`src/itb_map.svh`:
```
// Purpose: offsets, field positions and reset values of the interval timer
// Assumes: 8-bit host data bus, four ports selected by a 2-bit code
// Notes: definitions only
`ifndef ITB_MAP_SVH
`define ITB_MAP_SVH

// ----------------------------------------------------------------------
// port codes
// ----------------------------------------------------------------------
`define ITB_PORT_CNT0 2'h0
`define ITB_PORT_CNT1 2'h1
`define ITB_PORT_CNT2 2'h2
`define ITB_PORT_CFG 2'h3
`define ITB_NUM_CNT 3

// ----------------------------------------------------------------------
// configuration word fields
// ----------------------------------------------------------------------
`define ITB_F_SEL 7:6
`define ITB_F_ACC 5:4
`define ITB_F_MODE 3:1
`define ITB_F_BCD 0
`define ITB_F_KEEP 5:0
`define ITB_SEL_RDBK 2'h3
`define ITB_ACC_LATCH 2'h0
`define ITB_ACC_LO 2'h1
`define ITB_ACC_HI 2'h2
`define ITB_ACC_BOTH 2'h3
// read-back: low-active count and status latch bits
`define ITB_RB_NCNT 5
`define ITB_RB_NSTAT 4

// ----------------------------------------------------------------------
// reset values
// ----------------------------------------------------------------------
`define ITB_RST_BYTE 8'h00
`define ITB_RST_CW 6'h00
`define ITB_RST_CNT 16'h0000

`endif

```
`src/itb_pkg.sv`:
```
// Purpose: types of the interval timer
// Assumes: itb_map.svh supplies the counter count
// Notes: state of each module is one packed struct
`include "itb_map.svh"
package itb_pkg;

   typedef enum logic [2:0] {
      ITB_PH_IDLE = 3'b001,
      ITB_PH_RUN = 3'b010,
      ITB_PH_DONE = 3'b100
   } itb_phase_t;

   typedef struct packed {
      logic [15:0] cnt;
      logic out;
      logic pend;
      logic null_f;
      logic trig;
      logic clk_q;
      logic gate_q;
      itb_phase_t phase;
   } itb_elem_st_t;

   typedef struct packed {
      logic [`ITB_NUM_CNT-1:0][5:0] cw;
      logic [`ITB_NUM_CNT-1:0][7:0] holding_high;
      logic [`ITB_NUM_CNT-1:0][7:0] holding_low;
      logic [`ITB_NUM_CNT-1:0][15:0] count_snapshot;
      logic [`ITB_NUM_CNT-1:0] frozen;
      logic [`ITB_NUM_CNT-1:0][7:0] status;
      logic [`ITB_NUM_CNT-1:0] stat_vld;
      logic [`ITB_NUM_CNT-1:0] wr_ptr;
      logic [`ITB_NUM_CNT-1:0] rd_ptr;
      logic [`ITB_NUM_CNT-1:0] load;
      logic [`ITB_NUM_CNT-1:0] prog;
      logic wr_sel;
      logic rd_sel;
      logic [1:0] rd_port;
      logic [7:0] dout;
   } itb_top_st_t;

endpackage : itb_pkg

```
`src/itb_elem.sv`:
```
// Purpose: counting element and output control of one timer channel
// Assumes: counter clock and gate pins synchronous to clk_sys_in
// Notes: counts on the falling edge of the counter clock pin
`include "itb_map.svh"
module itb_elem
(
   input wire logic clk_sys_in,
   input wire logic sys_rst_in,
   input wire logic cnt_clk_in,
   input wire logic gate_in,
   input wire logic prog_in,
   input wire logic [2:0] mode_in,
   input wire logic bcd_in,
   input wire logic load_in,
   input wire logic [15:0] load_val_in,
   output logic [15:0] count_out,
   output logic out_out,
   output logic null_out
);

   itb_pkg::itb_elem_st_t q, n;
   logic tick;
   logic trig_m;
   logic rate;
   logic sq;
   logic strobe;
   logic [15:0] nc;

   function automatic logic [15:0] itb_dec(input logic [15:0] v,
                                           input logic bcd);
      logic [15:0] r;
      logic borrow;
      r = v - 16'h0001;
      borrow = 1'b1;
      if (bcd)
      begin
         r = v;
         for (int i = 0; i < 4; i++)
         begin
            if (borrow)
            begin
               if (v[i*4 +: 4] == 4'h0)
                  r[i*4 +: 4] = 4'h9;
               else
               begin
                  r[i*4 +: 4] = v[i*4 +: 4] - 4'h1;
                  borrow = 1'b0;
               end
            end
         end
      end
      return r;
   endfunction : itb_dec

   assign tick = q.clk_q & ~cnt_clk_in;
   assign trig_m = (mode_in[1:0] == 2'h1);
   assign rate = mode_in[1];
   assign sq = (mode_in[1:0] == 2'h3);
   assign strobe = mode_in[2] & ~mode_in[1];

   always_comb
   begin
      n = q;
      nc = itb_dec(q.cnt, bcd_in);
      n.clk_q = cnt_clk_in;
      n.gate_q = gate_in;
      if (gate_in && !q.gate_q && trig_m)
         n.trig = 1'b1;
      if (!gate_in && rate)
         n.out = 1'b1;
      if (prog_in)
      begin
         n.out = (mode_in != 3'h0);
         n.null_f = 1'b1;
         n.pend = 1'b0;
         n.trig = 1'b0;
         n.phase = itb_pkg::ITB_PH_IDLE;
      end
      else if (load_in)
      begin
         n.pend = 1'b1;
         n.null_f = 1'b1;
         if (mode_in == 3'h0)
            n.out = 1'b0;
      end
      else if (tick)
      begin
         if ((q.pend && !trig_m) || q.trig)
         begin
            n.cnt = load_val_in;
            n.pend = 1'b0;
            n.null_f = 1'b0;
            n.trig = 1'b0;
            n.phase = itb_pkg::ITB_PH_RUN;
            if (trig_m && !mode_in[2])
               n.out = 1'b0;
         end
         else if (q.phase == itb_pkg::ITB_PH_RUN && (gate_in || trig_m))
         begin
            if (sq)
            begin
               if (q.cnt <= 16'h0002)
               begin
                  n.cnt = load_val_in;
                  n.out = ~q.out;
               end
               else
                  n.cnt = itb_dec(nc, bcd_in);
            end
            else if (rate)
            begin
               n.cnt = (q.cnt == 16'h0001) ? load_val_in : nc;
               n.out = (q.cnt != 16'h0002);
            end
            else
            begin
               n.cnt = nc;
               if (nc == 16'h0000)
               begin
                  n.out = ~strobe;
                  n.phase = itb_pkg::ITB_PH_DONE;
               end
            end
         end
         else if (q.phase == itb_pkg::ITB_PH_DONE && strobe)
            n.out = 1'b1;
      end
   end

   always_ff @(posedge clk_sys_in or posedge sys_rst_in)
   begin
      if (sys_rst_in)
         q <= '0;
      else
         q <= n;
   end

   assign count_out = q.cnt;
   assign out_out = q.out;
   assign null_out = q.null_f;

   chk_load_whole: assert property (@(posedge clk_sys_in)
      disable iff (sys_rst_in)
      (tick && q.pend && !trig_m && !prog_in && !load_in)
      |=> (q.cnt == $past(load_val_in)) && !q.null_f)
      else $error("count not loaded as one word");

   chk_terminal_out: assert property (@(posedge clk_sys_in)
      disable iff (sys_rst_in)
      (tick && mode_in == 3'h0 && gate_in && q.phase == itb_pkg::ITB_PH_RUN
       && q.cnt == 16'h0001 && !q.pend && !prog_in && !load_in)
      |=> out_out ##1 (out_out || $past(prog_in) || $past(load_in)))
      else $error("output did not rise at terminal count");

endmodule : itb_elem

```
`src/itb_top.sv`:
```
// Purpose: host bus interface and three counter channels of the timer
// Assumes: strobes, select and data synchronous to clk_sys_in
// Notes: one counting element per channel in itb_elem
//
// Behaviour
// - port code 00,01,10 picks counters 0..2; 11 the configuration port
// - read and write strobes act only while device select is low
// - 8-bit data bus driven only during a selected read
// - write to port 11 stores and decodes a configuration word
// - configuration port is write-only; its read returns no contents
// - three identical independent channels, each with its own mode
// - counting element is a 16-bit presettable down counter
// - byte-wide snapshot pair tracks the count when not frozen
// - latch command freezes snapshot until read, then tracking resumes
// - counter reads return snapshot or latched status bytes, one byte per access
// - written count goes to holding register, later to counter
// - holding register loads one byte per write access
// - both holding bytes move into the counter together
// - programming clears holding register so unwritten byte is zero
// - status latch captures configuration, output and pending-load flag
// - clock, gate and output pins pass only through channel control
// - output signals the host when the programmed delay expires
// - word layout: select 7:6, access 5:4, mode 3:1, decimal 0
// - select 11 is read-back; access 01 low, 10 high, 11 both
// - access field 00 is a latch command for the selected counter
`include "itb_map.svh"
module itb_top
(
   input wire logic clk_sys_in,
   input wire logic sys_rst_in,
   input wire logic [1:0] port_select_in,
   input wire logic dev_sel_n_in,
   input wire logic rd_n_in,
   input wire logic wr_n_in,
   input wire logic [7:0] data_in,
   output logic [7:0] data_out,
   output logic data_oe_out,
   input wire logic [2:0] cnt_clk_in,
   input wire logic [2:0] gate_in,
   output logic [2:0] timer_out
);

   // ----------------------------------------------------------------------
   // state and channel wiring
   // ----------------------------------------------------------------------
   itb_pkg::itb_top_st_t q, n;
   logic [`ITB_NUM_CNT-1:0][15:0] elem_cnt;
   logic [`ITB_NUM_CNT-1:0] elem_out;
   logic [`ITB_NUM_CNT-1:0] elem_null;
   logic wr_go;
   logic rd_now;
   logic rd_end;
   logic [1:0] wsel;
   logic [1:0] wacc;

   genvar g;
   generate
      for (g = 0; g < `ITB_NUM_CNT; g++)
      begin : gen_chan
         itb_elem u_elem
         (
            .clk_sys_in(clk_sys_in),
            .sys_rst_in(sys_rst_in),
            .cnt_clk_in(cnt_clk_in[g]),
            .gate_in(gate_in[g]),
            .prog_in(q.prog[g]),
            .mode_in(q.cw[g][`ITB_F_MODE]),
            .bcd_in(q.cw[g][`ITB_F_BCD]),
            .load_in(q.load[g]),
            .load_val_in({q.holding_high[g], q.holding_low[g]}),
            .count_out(elem_cnt[g]),
            .out_out(elem_out[g]),
            .null_out(elem_null[g])
         );
      end
   endgenerate

   // ----------------------------------------------------------------------
   // strobe qualification
   // ----------------------------------------------------------------------
   assign wr_go = ~dev_sel_n_in & ~wr_n_in & ~q.wr_sel;
   assign rd_now = ~dev_sel_n_in & ~rd_n_in;
   assign rd_end = q.rd_sel & ~rd_now;
   assign wsel = data_in[`ITB_F_SEL];
   assign wacc = data_in[`ITB_F_ACC];

   // ----------------------------------------------------------------------
   // next state
   // ----------------------------------------------------------------------
   always_comb
   begin
      n = q;
      n.load = '0;
      n.prog = '0;
      n.wr_sel = ~dev_sel_n_in & ~wr_n_in;
      n.rd_sel = rd_now;
      if (rd_now)
         n.rd_port = port_select_in;
      for (int i = 0; i < `ITB_NUM_CNT; i++)
      begin
         if (!q.frozen[i])
            n.count_snapshot[i] = elem_cnt[i];
      end

      // end of a counter read moves the byte pointer on
      if (rd_end && q.rd_port != `ITB_PORT_CFG)
      begin
         if (q.stat_vld[q.rd_port])
            n.stat_vld[q.rd_port] = 1'b0;
         else if (q.cw[q.rd_port][`ITB_F_ACC] == `ITB_ACC_BOTH
                  && !q.rd_ptr[q.rd_port])
            n.rd_ptr[q.rd_port] = 1'b1;
         else
         begin
            n.rd_ptr[q.rd_port] = 1'b0;
            n.frozen[q.rd_port] = 1'b0;
         end
      end

      if (wr_go)
      begin
         if (port_select_in == `ITB_PORT_CFG)
         begin
            if (wsel == `ITB_SEL_RDBK)
            begin
               for (int i = 0; i < `ITB_NUM_CNT; i++)
               begin
                  if (data_in[i+1])
                  begin
                     if (!data_in[`ITB_RB_NCNT])
                        n.frozen[i] = 1'b1;
                     if (!data_in[`ITB_RB_NSTAT] && !n.stat_vld[i])
                     begin
                        n.stat_vld[i] = 1'b1;
                        n.status[i] = {elem_out[i], elem_null[i], q.cw[i]};
                     end
                  end
               end
            end
            else if (wacc == `ITB_ACC_LATCH)
               n.frozen[wsel] = 1'b1;
            else
            begin
               n.cw[wsel] = data_in[`ITB_F_KEEP];
               n.holding_high[wsel] = `ITB_RST_BYTE;
               n.holding_low[wsel] = `ITB_RST_BYTE;
               n.wr_ptr[wsel] = 1'b0;
               n.rd_ptr[wsel] = 1'b0;
               n.frozen[wsel] = 1'b0;
               n.stat_vld[wsel] = 1'b0;
               n.prog[wsel] = 1'b1;
            end
         end
         else
         begin
            // count bytes land in the holding register only
            unique case (q.cw[port_select_in][`ITB_F_ACC])
               `ITB_ACC_LO:
               begin
                  n.holding_low[port_select_in] = data_in;
                  n.load[port_select_in] = 1'b1;
               end
               `ITB_ACC_HI:
               begin
                  n.holding_high[port_select_in] = data_in;
                  n.load[port_select_in] = 1'b1;
               end
               `ITB_ACC_BOTH:
               begin
                  if (!q.wr_ptr[port_select_in])
                  begin
                     n.holding_low[port_select_in] = data_in;
                     n.wr_ptr[port_select_in] = 1'b1;
                  end
                  else
                  begin
                     n.holding_high[port_select_in] = data_in;
                     n.wr_ptr[port_select_in] = 1'b0;
                     n.load[port_select_in] = 1'b1;
                  end
               end
               `ITB_ACC_LATCH:
               begin
                  // unprogrammed channel: byte is dropped
               end
            endcase
         end
      end

      // read data: snapshot or status, never the live count
      n.dout = `ITB_RST_BYTE;
      if (port_select_in != `ITB_PORT_CFG)
      begin
         if (q.stat_vld[port_select_in])
            n.dout = q.status[port_select_in];
         else
         begin
            unique case (q.cw[port_select_in][`ITB_F_ACC])
               `ITB_ACC_LO:
                  n.dout = q.count_snapshot[port_select_in][7:0];
               `ITB_ACC_HI:
                  n.dout = q.count_snapshot[port_select_in][15:8];
               `ITB_ACC_BOTH:
                  n.dout = q.rd_ptr[port_select_in]
                         ? q.count_snapshot[port_select_in][15:8]
                         : q.count_snapshot[port_select_in][7:0];
               `ITB_ACC_LATCH:
                  n.dout = `ITB_RST_BYTE;
            endcase
         end
      end
   end

   // ----------------------------------------------------------------------
   // state register
   // ----------------------------------------------------------------------
   always_ff @(posedge clk_sys_in or posedge sys_rst_in)
   begin
      if (sys_rst_in)
         q <= '0;
      else
         q <= n;
   end

   // ----------------------------------------------------------------------
   // outputs
   // ----------------------------------------------------------------------
   assign data_out = q.dout;
   assign data_oe_out = rd_now;
   assign timer_out = elem_out;

   // ----------------------------------------------------------------------
   // checks
   // ----------------------------------------------------------------------
   chk_deselect_ignored: assert property (@(posedge clk_sys_in)
      disable iff (sys_rst_in)
      dev_sel_n_in |=> $stable(q.cw) && $stable(q.holding_low)
                       && $stable(q.holding_high) && $stable(q.wr_ptr))
      else $error("strobe acted while deselected");

   chk_bus_drive: assert property (@(posedge clk_sys_in)
      disable iff (sys_rst_in)
      (dev_sel_n_in || rd_n_in) |-> !data_oe_out)
      else $error("data bus driven outside a selected read");

   chk_cw_store: assert property (@(posedge clk_sys_in)
      disable iff (sys_rst_in)
      (wr_go && port_select_in == `ITB_PORT_CFG && wsel == 2'h0
       && wacc != `ITB_ACC_LATCH)
      |=> q.cw[0] == $past(data_in[`ITB_F_KEEP]) && q.prog[0]
          ##1 !q.prog[0])
      else $error("configuration word not stored for channel 0");

   chk_cw_read_zero: assert property (@(posedge clk_sys_in)
      disable iff (sys_rst_in)
      (rd_now && port_select_in == `ITB_PORT_CFG)
      |=> data_out == `ITB_RST_BYTE)
      else $error("configuration port returned contents");

   chk_snap_track: assert property (@(posedge clk_sys_in)
      disable iff (sys_rst_in)
      !q.frozen[0] |=> q.count_snapshot[0] == $past(elem_cnt[0]))
      else $error("snapshot not tracking the count");

   chk_latch_freeze: assert property (@(posedge clk_sys_in)
      disable iff (sys_rst_in)
      (q.frozen[0] && !(wr_go && port_select_in == `ITB_PORT_CFG))
      |=> $stable(q.count_snapshot[0]))
      else $error("frozen snapshot changed");

   chk_latch_cmd: assert property (@(posedge clk_sys_in)
      disable iff (sys_rst_in)
      (wr_go && port_select_in == `ITB_PORT_CFG && data_in[7:4] == 4'h0)
      |=> q.frozen[0] && $stable(q.cw[0]))
      else $error("latch command not applied to channel 0");

   chk_hold_one_byte: assert property (@(posedge clk_sys_in)
      disable iff (sys_rst_in)
      (wr_go && port_select_in == `ITB_PORT_CNT0)
      |=> $stable(q.holding_high[0]) || $stable(q.holding_low[0]))
      else $error("two holding bytes loaded by one write");

   chk_single_clear: assert property (@(posedge clk_sys_in)
      disable iff (sys_rst_in)
      (wr_go && port_select_in == `ITB_PORT_CFG && wsel == 2'h0
       && wacc == `ITB_ACC_LO)
      |=> q.holding_high[0] == `ITB_RST_BYTE
          && q.holding_low[0] == `ITB_RST_BYTE)
      else $error("holding register not cleared on programming");

   chk_status_latch: assert property (@(posedge clk_sys_in)
      disable iff (sys_rst_in)
      (wr_go && port_select_in == `ITB_PORT_CFG && wsel == `ITB_SEL_RDBK
       && data_in[1] && !data_in[`ITB_RB_NSTAT] && !q.stat_vld[0])
      |=> q.stat_vld[0] && q.status[0][5:0] == q.cw[0]
          && q.status[0][7] == $past(elem_out[0]))
      else $error("status not latched for channel 0");

endmodule : itb_top

```
`config.mk`:
```
export PLATFORM = sky130hd
export DESIGN_NAME = itb_top
export DESIGN_NICKNAME = d
export VERILOG_FILES = /design/src/itb_pkg.sv /design/src/itb_elem.sv /design/src/itb_top.sv
export VERILOG_INCLUDE_DIRS = /design/src /design/src/src
export SDC_FILE = /design/constraint.sdc
export NUM_CORES = 1
export LEC_CHECK = 0
export ABC_AREA = 1
export BUFFER_PORTS_ARGS = -buffer_cell sky130_fd_sc_hd__buf_2
export CAP_MARGIN = 10
export CORE_ASPECT_RATIO = 2
export CORE_MARGIN = 4
export CORE_UTILIZATION = 47
export CTS_CLUSTER_DIAMETER = 50
export DETAILED_ROUTE_END_ITERATION = 7
export PLACE_DENSITY_LB_ADDON = 0.1
export SYNTH_ARGS = -nofsm -noshare
export SYNTH_HDL_FRONTEND = slang
export SYNTH_SLANG_ARGS = --single-unit
export TNS_END_PERCENT = 20
```
`constraint.sdc`:
```
create_clock -name clk_sys_in -period 16.8 [get_ports clk_sys_in]
set_clock_uncertainty 0.05 [all_clocks]
set_input_delay 3.36 -clock clk_sys_in [delete_from_list [all_inputs] [get_ports clk_sys_in]]
set_output_delay 3.36 -clock clk_sys_in [all_outputs]
set_load 0.02 [all_outputs]
```
---- Word-level counts from Yosys, hierarchy flattened ----
Index checks and enable logic that the tools add are counted.
storage, ports and cells
  logic and storage cells ................. 632
  output and inout bits ................... 12
  register bits after elaboration ......... 243
cells by class
  bitwise operators ....................... 52
  reductions and logical operators ........ 125
  eq/ne operators ......................... 39
  $add $sub $neg .......................... 30
  $lt $le $gt $ge ......................... 9
  mux-type cells .......................... 328
operators by type and width
  kind                                                              number
  2-to-1 mux 16 bit                                                 16
  2-to-1 mux 4 bit                                                  48
  2-to-1 mux 1 bit                                                  158
  2-to-1 mux 17 bit                                                 9
  2-to-1 mux 3 bit                                                  50
  2-to-1 mux 48 bit                                                 3
  zero test 4 bit                                                   24
  2-to-1 mux 8 bit                                                  12
  case mux 24 bit (2 select lines)                                  2
  subtractor 16 x 1 -> 16 bit (second input constant)               6
  subtractor 4 x 1 -> 4 bit (second input constant)                 24
  2-to-1 mux 24 bit                                                 3
  nonzero test 3 bit                                                17
  AND 24 bit                                                        2
  bitwise mux 24 bit                                                2
  == test 16 x 1 -> 1 bit (second input constant)                   3
  less-or-equal comparator 16 x 2 -> 1 bit (second input constant)  3
  zero test 16 bit                                                  3
  != test 16 x 2 -> 1 bit (second input constant)                   3
  2-to-1 mux 42 bit                                                 1
  binary-select mux 16 bit (select 2 bit)                           1
  demux 8 bit (select 2 bit)                                        2
  case mux 8 bit (4 select lines)                                   1
  2-to-1 mux 30 bit                                                 1
  other kinds (35)                                                  189

---- Depth between registers and ports, before layout ----
  depth after elaboration ................. 46
  mapped depth ............................ 22

---- Cells and area by module ----
Synthesis repeated with hierarchy kept, for this count alone.
unflattened totals
  cells, all modules ...................... 2795
  area, all modules ....................... 18709.2 um2
by module, submodules not included
  module    times used  sequential area each (um2)  cells an instance  area an instance (um2)
  itb_elem  3           625.6                       609                3503.4
  itb_top   1           4204.0                      968                8199.1

---- Worst setup path before layout ----
No wires, ideal clock.
  path kind ............................... input to output
  start point ............................. in dev_sel_n_in
  end point ............................... out data_oe_out
  arrival ................................. 3.778 ns
  required time ........................... 13.390 ns
  setup slack ............................. 9.612 ns
  cell stages on the path ................. 1
  buffers on the path ..................... 0
  cell sequence ........................... nor2_1
between the ends
  longest elaborated chain between the ends .. 2
RTL lines
  item                line           RTL
  start: declaration  itb_top.sv:32  input wire logic dev_sel_n_in,
  NOT 1 bit           itb_top.sv:82  assign rd_now = ~dev_sel_n_in & ~rd_n_in;
  AND 1 bit           itb_top.sv:82
  end: declaration    itb_top.sv:37  output logic data_oe_out,
No other way between the ends.

---- Worst setup path in the final report ----
Ends and elaborated chain as after synthesis.

==> impl_metrics.json <==
{
  "status": "complete, no violations",
  "dpl.hpwl_mm": 51.2,
  "period_needed_ns": 7.37,
  "yosysWarnings": 0,
  "drv_slew": 0,
  "fp.dieArea_um2": 39200,
  "wirelength_mm": 64.5,
  "clk_pin_slew_ns": 0.07,
  "synth-async-reset-ratio": 1.00,
  "p_sw_mw": 1.55,
  "syn_nets": 2519,
  "max-cap-violations": 0,
  "yosys.area.top_type_share": 0.360,
  "fill_cells": 3622,
  "firstDrtPassIters": 6,
  "ant_nets": 0,
  "fin_util": 0.518,
  "cts_buffers": 25,
  "cp-end-kind": "output port",
  "cts_resized": 0,
  "dp_worst_setup_slack_ns": 9.42,
  "synth_cell_types": 60,
  "final_cell_mix": "nand2_1, o21ai_0, inv_1, dfrtp_1, nor2_1",
  "start_util": 0.479,
  "setup_viol": 0,
  "ctsHoldBuffers": 0,
  "drive_above_1_share": 0.0881,
  "cts_tree": "yes",
  "hold_slack_ns": 0.430,
  "clkPwrFrac": 0.205,
  "seq_area_frac_synth": 0.360,
  "synth.cell_area_um2": 16900,
  "syn-instance-count": 2475,
  "track_usage": 0.329,
  "clockBufferDepth": 3,
  "final_common_cell": "nand2_1",
  "max_slew_margin": 0.238,
  "drc": 0,
  "core_um2": 35200,
  "tns_ns": 0,
  "worst_pin_slew_ns": 1.14,
  "first_iter_violations": 1219,
  "hp-class": "reg2reg",
  "cell_internal_pwr_mw": 1.59,
  "crit_required_ns": 13.39,
  "grt-ovfl-total": 0,
  "grt_max_degree": 102,
  "grt_pass1_wl_mm": 98.2,
  "portBuffers": 32,
  "gp_congestion": 1.02,
  "htreeDepth": 1,
  "viasPerCell": 5.83,
  "antennaDiodeCount": 0,
  "dr_total_vias": 17000,
  "powerDensity_nw_per_um2": 172,
  "cts_root_buf": "clkbuf_16",
  "crit_arrival_ns": 3.96,
  "p_leak_nw": 8.73,
  "clock.fmax_ghz": 0.136,
  "synth_edf_count": 0,
  "combPwrFrac": 0.474,
  "cts_setup_buffers": 0,
  "rsz0062_at_grt": "false",
  "seqPwrFrac": 0.322,
  "antenna_found_initial": 0,
  "die_w_um": 142,
  "ir_drop_mv": 0.108,
  "critical_path.startpoint_type": "input port",
  "syn_area_per_cell_um2": 6.82,
  "area_growth_pct": 8.10,
  "worstSetupPathType": "in2out",
  "hold_violations": 0,
  "row_count": 97,
  "layout.nets": 2500,
  "clk_latency_ns": 0.55,
  "ios": 33,
  "crit_fanout": 6,
  "synthFlopType": "dfrtp_1",
  "fin_crit_sh": 0.439,
  "synthTopCellsByArea": "dfrtp_1, nand2_1, o21ai_0",
  "swShare": 0.493,
  "finalPower_mw": 3.14,
  "synth_top_cell_by_area": "dfrtp_1",
  "die_h_um": 276,
  "wl_per_cell_um": 22.1,
  "cts_sinks": 243,
  "ys_ff_latch": 243,
  "grt_pass1_vias": 16900,
  "setup_slack_ns": 9.43
}
-- cell families after synthesis --
logic type	count (synthesis)	synth area share
AOI/OAI and AO/OA	628	0.212
xor gates and xnor gates	19	0.00986
adders and majority gates	23	0.0171
buffers and inverters	388	0.0903
DFF	243	0.360
muxes	4	0.00267
and+or+nand+nor	1170	0.308
-- routing by layer --
metal	global-route usage	vias to the layer above	share of wire
li1	-	8197	-
met1	0.316	8110	0.33
met2	0.617	508	0.53
met3	0.0297	216	0.036
met4	0.274	0	0.10
met5	0	-	0
-- area by class of cell --
class / count / area, µm² / area share
inverter: 294 / 1110 / 0.0609
multi-input combinational: 1844 / 9270 / 0.508
sequential: 243 / 6080 / 0.333
clock inverter: 18 / 299 / 0.0164
tap: 445 / 557 / 0.0305
clock buffer: 27 / 643 / 0.0353
timing repair buffer: 48 / 280 / 0.0154
-- power groups by stage --
stage	clock network, mW	registers (mW)	logic [mW]
after floorplan	0	0.901	1.11
after global placement	0	1.01	1.46
after detailed placement	0	1.01	1.47
after CTS	0.653	1.00	1.48
after global routing	0.673	1.03	1.66
final	0.642	1.01	1.49
-- cells in the mapped netlist (16+ instances only) --
cell type / instances
nand2_1: 666
o21ai_0: 282
inv_1: 270
dfrtp_1: 243
nor2_1: 188
nand3_1: 162
a21oi_1: 141
clkbuf_1: 69
o22ai_1: 55
nand2_2: 36
o211ai_1: 36
nand4_1: 35
o21ai_1: 26
ha_1: 23
a31oi_1: 18
inv_2: 18
xor2_1: 18
nor3_1: 17
nor2_2: 16
nor2_4: 16
-- worst max-delay path, cell delays in order --
cell	delay (ns)
buf_2	0.11
nor2_1	0.25
buf_2	0.23
-- per-stage QoR --
| step | instances | cell area [µm²] |
|---|---|---|
| after global routing | 2919 | 18200 |
| after global placement | 2874 | 17300 |
| after CTS | 2919 | 18200 |
| final | 2919 | 18200 |
| after detailed placement | 2874 | 17300 |
| after floorplan | 2475 | 16900 |
-- path summary, 6_finish.rpt --
check	from	end	slack (ns)	cells past startpoint
max in group asynchronous	sys_rst_in	gen_chan[0].u_elem.count_out[9]$_DFFE_PP0P_	12.32	3
worst max register to register	gen_chan[2].u_elem.count_out[0]$_DFFE_PP0P_	gen_chan[2].u_elem.q[0]$_DFFE_PP0P_	13.07	15
min in group asynchronous	sys_rst_in	gen_chan[2].u_elem.out_out$_DFF_PP0_	2.87	2
worst min-delay path	gen_chan[1].u_elem.null_out$_DFFE_PP0P_	gen_chan[1].u_elem.null_out$_DFFE_PP0P_	0.43	2
worst max-delay path	dev_sel_n_in	data_oe_out	9.43	3
worst min register to register	gen_chan[1].u_elem.null_out$_DFFE_PP0P_	gen_chan[1].u_elem.null_out$_DFFE_PP0P_	0.43	2
-- state kept, by name (all words and copies together) (netlist names), named ones only --
signal / count
data_out: 8
gen_chan.u_elem.count_out: 48
gen_chan.u_elem.null_out: 3
gen_chan.u_elem.out_out: 3
gen_chan.u_elem.q: 21
q: 157
No activity file was read; power rests on OpenSTA's default activity.
